**src/crl_regs.svh**
```systemverilog
// Offsets, field positions, codes and reset values of the control bank.
// Assumes inclusion by the bank module only.
`ifndef CRL_REGS_SVH
`define CRL_REGS_SVH

// ----------------------------------------------------------------------
// Register offsets
// ----------------------------------------------------------------------
`define CRL_OFF_KEY     4'h3
`define CRL_OFF_CFG_A   4'h4
`define CRL_OFF_WORD8   4'ha
`define CRL_OFF_WORD9   4'hb
`define CRL_OFF_WORD10  4'hc

// ----------------------------------------------------------------------
// Fields and codes
// ----------------------------------------------------------------------
`define CRL_KEY_MSB     2
`define CRL_KEY_UNLOCK  3'h3
`define CRL_KEY_LOCK    3'h6
`define CRL_CLR_BIT     0

// ----------------------------------------------------------------------
// Reset values
// ----------------------------------------------------------------------
`define CRL_RST_KEY     3'h0
`define CRL_RST_CFG_A   8'h80
`define CRL_RST_WORD    8'h00

`endif

```
**src/crl_pkg.sv**
```systemverilog
// Types shared by the control register bank.
// Assumes crl_regs.svh sits in the include path.
`default_nettype none

package crl_pkg;
  // Lock state, one-hot
  typedef enum logic [1:0] {
    CRL_OPEN = 2'h1,  // Writes take effect
    CRL_SHUT = 2'h2   // Only key field writable
  } crl_lock_e;

  typedef logic [3:0] crl_addr_t;  // Register offset
  typedef logic [7:0] crl_byte_t;  // Register data
endpackage : crl_pkg

`default_nettype wire

```
**src/crl_bank.sv**
```systemverilog
// Control register bank with write-protection key and lock state.
// Assumes a configuration-port front end on core_clk presents single
// byte-wide register reads and writes, one transaction per strobe.
`timescale 1ns/1ps
`default_nettype none
`include "crl_regs.svh"

// Functional notes
// - Key is three bits at offset 3h
// - Key 011b unlocks all registers
// - Key 110b locks; only key writable
// - Other key codes keep lock state
// - Key resets zero, bits 7-3 read zero
// - Offset 4h resets to 80h
// - Honour read-zero, clear-on-one, gated access
module crl_bank #(
  parameter crl_pkg::crl_byte_t WORD8_RST  = `CRL_RST_WORD,
  parameter crl_pkg::crl_byte_t WORD9_RST  = `CRL_RST_WORD,
  parameter crl_pkg::crl_byte_t WORD10_RST = `CRL_RST_WORD
) (
  input  wire logic               core_clk,
  input  wire logic               sys_rst,
  input  wire logic               wr_en,
  input  wire crl_pkg::crl_addr_t wr_addr,
  input  wire crl_pkg::crl_byte_t wr_data,
  input  wire logic               rd_en,
  input  wire crl_pkg::crl_addr_t rd_addr,
  output logic                    rd_valid,
  output crl_pkg::crl_byte_t      rd_data,
  output logic                    regs_locked,
  output logic [6:0]              drive_config_a,
  output logic                    clear_fault_pulse,
  output crl_pkg::crl_byte_t      control_word_eight,
  output crl_pkg::crl_byte_t      control_word_nine,
  output crl_pkg::crl_byte_t      control_word_ten
);
  import crl_pkg::*;

  // --------------------------------------------------------------------
  // Storage
  // --------------------------------------------------------------------
  localparam crl_byte_t CFG_A_RST = `CRL_RST_CFG_A;  // Offset 4h reset byte

  crl_lock_e  lock_q;      // Current lock state
  logic [2:0] key_q;       // Last key code written
  logic [6:0] cfg_a_q;     // Offset 4h bits 7-1
  logic       clr_q;       // Clear-fault pulse
  crl_byte_t  word8_q;     // Offset ah
  crl_byte_t  word9_q;     // Offset bh
  crl_byte_t  word10_q;    // Offset ch
  crl_byte_t  rd_data_q;   // Read answer
  logic       rd_valid_q;  // Read answer valid

  // --------------------------------------------------------------------
  // Write decode
  // --------------------------------------------------------------------
  logic key_wr;    // Key write, always allowed
  logic open_wr;   // Write while unlocked
  logic key_rd;    // Read of key offset, for checks

  assign key_wr  = wr_en && (wr_addr == `CRL_OFF_KEY);
  assign open_wr = wr_en && (lock_q == CRL_OPEN);
  assign key_rd  = rd_en && (rd_addr == `CRL_OFF_KEY);

  // Lock state follows only the two valid codes
  always_ff @(posedge core_clk or posedge sys_rst) begin
    if (sys_rst) begin
      lock_q <= CRL_OPEN;
    end else if (key_wr) begin
      case (wr_data[`CRL_KEY_MSB:0])
        `CRL_KEY_UNLOCK: lock_q <= CRL_OPEN;
        `CRL_KEY_LOCK:   lock_q <= CRL_SHUT;
        default:         lock_q <= lock_q;
      endcase
    end
  end

  // Key field, one whole write at a time
  always_ff @(posedge core_clk or posedge sys_rst) begin
    if (sys_rst) begin
      key_q <= `CRL_RST_KEY;
    end else if (key_wr) begin
      key_q <= wr_data[`CRL_KEY_MSB:0];
    end
  end

  // Offset 4h: plain bits plus self-clearing clear-fault bit
  always_ff @(posedge core_clk or posedge sys_rst) begin
    if (sys_rst) begin
      cfg_a_q <= CFG_A_RST[7:1];
      clr_q   <= 1'b0;
    end else begin
      clr_q <= 1'b0;
      if (open_wr && (wr_addr == `CRL_OFF_CFG_A)) begin
        cfg_a_q <= wr_data[7:1];
        clr_q   <= wr_data[`CRL_CLR_BIT];
      end
    end
  end

  // Plain control words, ignored while locked
  always_ff @(posedge core_clk or posedge sys_rst) begin
    if (sys_rst) begin
      word8_q  <= WORD8_RST;
      word9_q  <= WORD9_RST;
      word10_q <= WORD10_RST;
    end else if (open_wr) begin
      case (wr_addr)
        `CRL_OFF_WORD8:  word8_q  <= wr_data;
        `CRL_OFF_WORD9:  word9_q  <= wr_data;
        `CRL_OFF_WORD10: word10_q <= wr_data;
        default:         word8_q  <= word8_q;  // Unlisted: no effect
      endcase
    end
  end

  // --------------------------------------------------------------------
  // Read path, one cycle latency
  // --------------------------------------------------------------------
  always_ff @(posedge core_clk or posedge sys_rst) begin
    if (sys_rst) begin
      rd_data_q  <= 8'h00;
      rd_valid_q <= 1'b0;
    end else begin
      rd_valid_q <= rd_en;
      if (rd_en) begin
        case (rd_addr)
          `CRL_OFF_KEY:    rd_data_q <= {5'h00, key_q};
          `CRL_OFF_CFG_A:  rd_data_q <= {cfg_a_q, 1'b0};
          `CRL_OFF_WORD8:  rd_data_q <= word8_q;
          `CRL_OFF_WORD9:  rd_data_q <= word9_q;
          `CRL_OFF_WORD10: rd_data_q <= word10_q;
          default:         rd_data_q <= 8'h00;  // Unlisted reads zero
        endcase
      end
    end
  end

  // --------------------------------------------------------------------
  // Outputs
  // --------------------------------------------------------------------
  assign rd_valid           = rd_valid_q;
  assign rd_data            = rd_data_q;
  assign regs_locked        = (lock_q == CRL_SHUT);
  assign drive_config_a     = cfg_a_q;
  assign clear_fault_pulse  = clr_q;
  assign control_word_eight = word8_q;
  assign control_word_nine  = word9_q;
  assign control_word_ten   = word10_q;
endmodule : crl_bank

`default_nettype wire

```
**config.mk**
```make
export PLATFORM = sky130hd
export DESIGN_NAME = crl_bank
export DESIGN_NICKNAME = d
export VERILOG_FILES = /design/src/crl_pkg.sv /design/src/crl_bank.sv
export VERILOG_INCLUDE_DIRS = /design/src
export SDC_FILE = /design/constraint.sdc
export NUM_CORES = 1
export LEC_CHECK = 0
export ABC_CLOCK_PERIOD_IN_PS = 1700
export BUFFER_PORTS_ARGS = -buffer_cell sky130_fd_sc_hd__buf_2
export CORE_ASPECT_RATIO = 1.75
export CORE_MARGIN = 1.5
export CORE_UTILIZATION = 46
export DETAILED_ROUTE_END_ITERATION = 6
export PLACE_DENSITY = 0.72
export REMOVE_ABC_BUFFERS = 1
export SLEW_MARGIN = 20
export SYNTH_ARGS = -nofsm -noshare
export SYNTH_HDL_FRONTEND = slang
export SYNTH_SLANG_ARGS = --single-unit
```
**constraint.sdc**
```tcl
create_clock -name core_clk -period 1.7 [get_ports core_clk]
set_input_delay 0 -clock core_clk [delete_from_list [all_inputs] [get_ports core_clk]]
set_output_delay 0 -clock core_clk [all_outputs]
set_load 0.02 [all_outputs]
```
Yosys cells after proc, flatten, opt, wreduce, memory -nomap -nowiden
Cells that the tools add are included.
{"block": "totals", "ff_bits": 46, "inputBits": 20, "out_inout_bits": 42, "wordCells": 34}
{"block": "classes", "n_eq_ne": 14, "n_mux": 3, "n_reduce_logical": 8}
{"operator": "$pmux 8 s5", "count": 1}
{"operator": "$eq 4x4->1 const B", "count": 6}
{"operator": "$eq 4x2->1 const B", "count": 2}
{"operator": "$eq 4x3->1 const B", "count": 2}
{"operator": "$reduce_and 2->1", "count": 4}
{"operator": "$pmux 2 s2", "count": 1}
{"operator": "$eq 3x2->1 const B", "count": 1}
{"operator": "$eq 3x3->1 const B", "count": 1}
{"operator": "$logic_and 1x1->1", "count": 3}
{"operator": "$eq 2x1->1 const B", "count": 1}
{"operator": "$eq 2x2->1 const B", "count": 1}
{"operator": "$reduce_bool 2->1", "count": 1}
{"operator": "$mux 1", "count": 1}

Depth between registers and ports, before layout
{"block": "depth", "depth_word": 4, "mapped_depth": 5, "depth_no_buf": 4}

Least setup slack after synthesis
Ideal clock, no wire load.
{"block": "synth_timing", "path_kind": "reg2reg", "start": "register lock_q[0]", "end": "register cfg_a_q[0], in the netlist drive_config_a[0]", "setup_ns": 0.125, "arrival_ns": 1.424, "required_time_ns": 1.575, "setup_slack_ns": 0.151, "path_stages_with_launch": 6, "path_buffers": 1, "period_less_slack_ns": 1.549, "path_cell_list": "dfstp_2 > and3b_1 > buf_4 > nand3_2 > nor2_4 > mux2_2"}
{"block": "synth_between", "elab_chain_len": 3}
{"element": "from (decl)", "line": "crl_bank.sv:44", "text": "crl_lock_e lock_q;"}
{"element": "from (signal assigned)", "line": "crl_bank.sv:73", "text": "default: lock_q <= lock_q;"}
{"element": "$eq 2x1->1", "line": "crl_bank.sv:62", "text": "assign open_wr = wr_en && (lock_q == CRL_OPEN);"}
{"element": "$logic_and 1x1->1", "line": "crl_bank.sv:62"}
{"element": "$logic_and 1x1->1", "line": "crl_bank.sv:94", "text": "if (open_wr && (wr_addr == `CRL_OFF_CFG_A)) begin"}
{"element": "to (signal assigned)", "line": "crl_bank.sv:90", "text": "cfg_a_q <= CFG_A_RST[7:1];"}
{"element": "to (signal assigned)", "line": "crl_bank.sv:95", "text": "cfg_a_q <= wr_data[7:1];"}
{"element": "to (decl)", "line": "crl_bank.sv:46", "text": "logic [6:0] cfg_a_q;"}
No other way between the ends.
A chain may end at the register's enable or synchronous reset.

Worst setup path in the final report
{"block": "layout_timing", "start": "register lock_q[0]", "end": "register word8_q[7], in the netlist control_word_eight[7]"}
{"block": "layout_between", "elab_chain_len": 3}
{"element": "$eq 2x1->1", "line": "crl_bank.sv:62"}
{"element": "$logic_and 1x1->1", "line": "crl_bank.sv:62"}
{"element": "$reduce_and 2->1 (no source line)"}
{"element": "to (signal assigned)", "line": "crl_bank.sv:109", "text": "`CRL_OFF_WORD8: word8_q <= wr_data;"}
{"element": "to (signal assigned)", "line": "crl_bank.sv:112", "text": "default: word8_q <= word8_q;"}
{"element": "to (decl)", "line": "crl_bank.sv:48", "text": "crl_byte_t word8_q;"}
No other way between the ends.

==> metrics <==
status complete, no violations; total of max-cap violations 0; Syn Area/Cell 14.1 um2; RSZ-0062 raised after global routing no; Crit path largest cell delay 0.54 ns; Core Area 4400 um2; Mapped Cells 149; H-tree levels 2; met2 Usage GRT 33.9%; residual DRC count 0; relative max-transition margin 46.9%; Worst Path Buf+Inv 1; largest net degree at the start of global routing 23; ys flop type dfrtp_1; CP startpoint lock_q[0]$_DFFE_PP1P_; initial antenna violation count 0; worst skew pair latency 0.30 ns; Synth cell types 31; clock sinks 46; Setup Viol. Count Final 0; PortBufs 61; post-route clock period utilization 95.8%; Setup CP Type reg2reg; ys async rst share 100%; Reg clk slew, reported paths 0.08 ns; # rows 32; Crit Path Max Fanout 8; crit path DAT 1.81 ns; reg2reg start lock_q[0]$_DFFE_PP1P_; die footprint 5010 um2; worst min path class in2reg; pin slew with the least headroom to its limit 0.792 ns; share of layout cells above drive strength 1 52.2%; Die Width 54.1 um; GR peak layer met2; post-synth top area cell dfrtp_1; root buffer cell clkbuf_8; top-area cell type share of the netlist area 52.3%; initial DRC count 29; Tmin final 1.63 ns; Seq cells post-synth 46; routed len/inst 16.4 um; final hold violations 0; IO Pins 62; CP top delay family flip-flops; Hold Crit Start wr_data[0]; DRT Pass-1 Iters 4; pwr/cell area 753 nW/um2; met3 Use GR 4.19%; sequential fraction of the synthesis area 54.8%; vias in the first global route 1496; Max Fclk 614 MHz; Chip Height 92.5 um; count of antenna-violating nets left after detailed routing 0; Post-synth EDFFs 0; # diodes 0; total power 2.02 mW; setup_tns 0 ns; clk buf depth 2; TritonCTS buffer count 5; total gr overflow 0; worst-path cell chain and3b_2 -> buf_6 -> nand3_4 -> nor2_8 -> mux2_2; CP Launch Type flip-flop; first-pass GRT wire length 7390 um; met1 usage 25.8%; synth cell count leaders dfrtp_1 (44), mux2_2 (32), mux2i_1 (15); Clock Skew 0.00538 ns; Starting Density 47.8%; Via density 5.36; Worst EP required 1.88 ns; Leakage 1.45 nW; dpl hpwl 3400 um; DR vias 1496; Post-Syn Area 2110 um2; Final Slew Violations 0; most common cell in the netlist dfrtp_1; Ys Warns 0; Peak VDD IR 0.660 mV; WL final 4570 um; Area growth syn-to-layout 27.0%; CP endpoint kind flip-flop; Total GRT Usage 20.7%; top cells by area, synth dfrtp_1 (52%), mux2_2 (17%), mux2i_1 (7.1%); slowest CP cell dfstp_2; Final GP Congestion 0.772; TritonCTS clock tree done; fin nets 247
sequential cells by signal, indices dropped and copies added, names as in the netlist:
name,cells
control_word_ten,8
rd_valid,1
lock_q,2
drive_config_a,7
clear_fault_pulse,1
control_word_nine,8
key_q,3
control_word_eight,8
rd_data,8
per-stage QoR:
step | std cells | utilization (%) | hold slack, ns | setup slack (ns) | instance area, um2
4_1_cts | 278 | 60.5 | 0.0140 | 0.0273 | 2660
5_1_grt | 279 | 60.7 | 0.0270 | 0.0120 | 2680
6_report | 279 | 60.7 | 0.0186 | 0.0720 | 2680
2_1_floorplan | 146 | - | 0.0314 | 0.0533 | 2090
3_5_place_dp | 262 | 56.5 | 0.0854 | 0.0493 | 2490
3_3_place_gp | 262 | 56.5 | 0.0778 | 0.0930 | 2490
power breakdown:
part / switching [mW] / total, mW / internal [mW] / leakage [nW]
clock network: 0.362 / 0.689 / 0.327 / 0.0472
logic: 0.111 / 0.190 / 0.0790 / 0.781
registers: 0.0148 / 1.14 / 1.12 / 0.624
area by class of cell:
class                      instances  area [um2]
clock buffer                       6        82.6
clock inverter                     2        12.5
fill                             396        1730
inverter                           2        7.51
multi-input combinational         98         928
sequential                        46        1150
tap                               51        63.8
timing repair buffer              74         427
per-layer routing:
metal	part of all wire, %	vias to the layer above
met5	0	-
met4	1.8	0
met3	4.3	6
met2	53	42
met1	41	736
li1	-	712
final timing paths:
path                                                      to  slack [ns]  depth (start not counted)
max                        control_word_eight[7]$_DFFE_PP0P_        0.07                          5
min                              clear_fault_pulse$_DFF_PP0_        0.02                          2
max reg2reg                control_word_eight[7]$_DFFE_PP0P_        0.07                          5
min reg2reg                           rd_data[7]$_DFFE_PP0P_        0.51                          1
max in group asynchronous             rd_data[5]$_DFFE_PP0P_        0.76                          4
min in group asynchronous             rd_data[2]$_DFFE_PP0P_        0.29                          3
repair_timing:
action,in CTS,in global routing
endpoints found under the hold margin,41,0
setup buffers,0,1
setup endpoints to repair,0,8
gates resized for setup,0,2
hold buffers,8,0
cell families after synthesis:
kind of cell	share of synthesized area [%]
compound gates	8.08
buf+inv	1.19
flops	54.8
mux	25.3
simple gates	10.6
placed cells by master, fill, tap and decap left out, types with 2 or more instances in the layout:
cell           instances
o22ai_1                5
buf_2                 61
dfstp_2                2
mux2_1                 2
dfrtp_1               44
clkbuf_8               6
nor2_1                 3
o22a_1                 3
a22o_1                 6
mux2_2                32
o21ai_0                6
nand2_1                7
buf_4                  4
mux2i_1               15
dlygate4sd3_1          8
nand4_4                2
nor2b_1                2
Note: power is estimated with default switching activity, not from simulation.
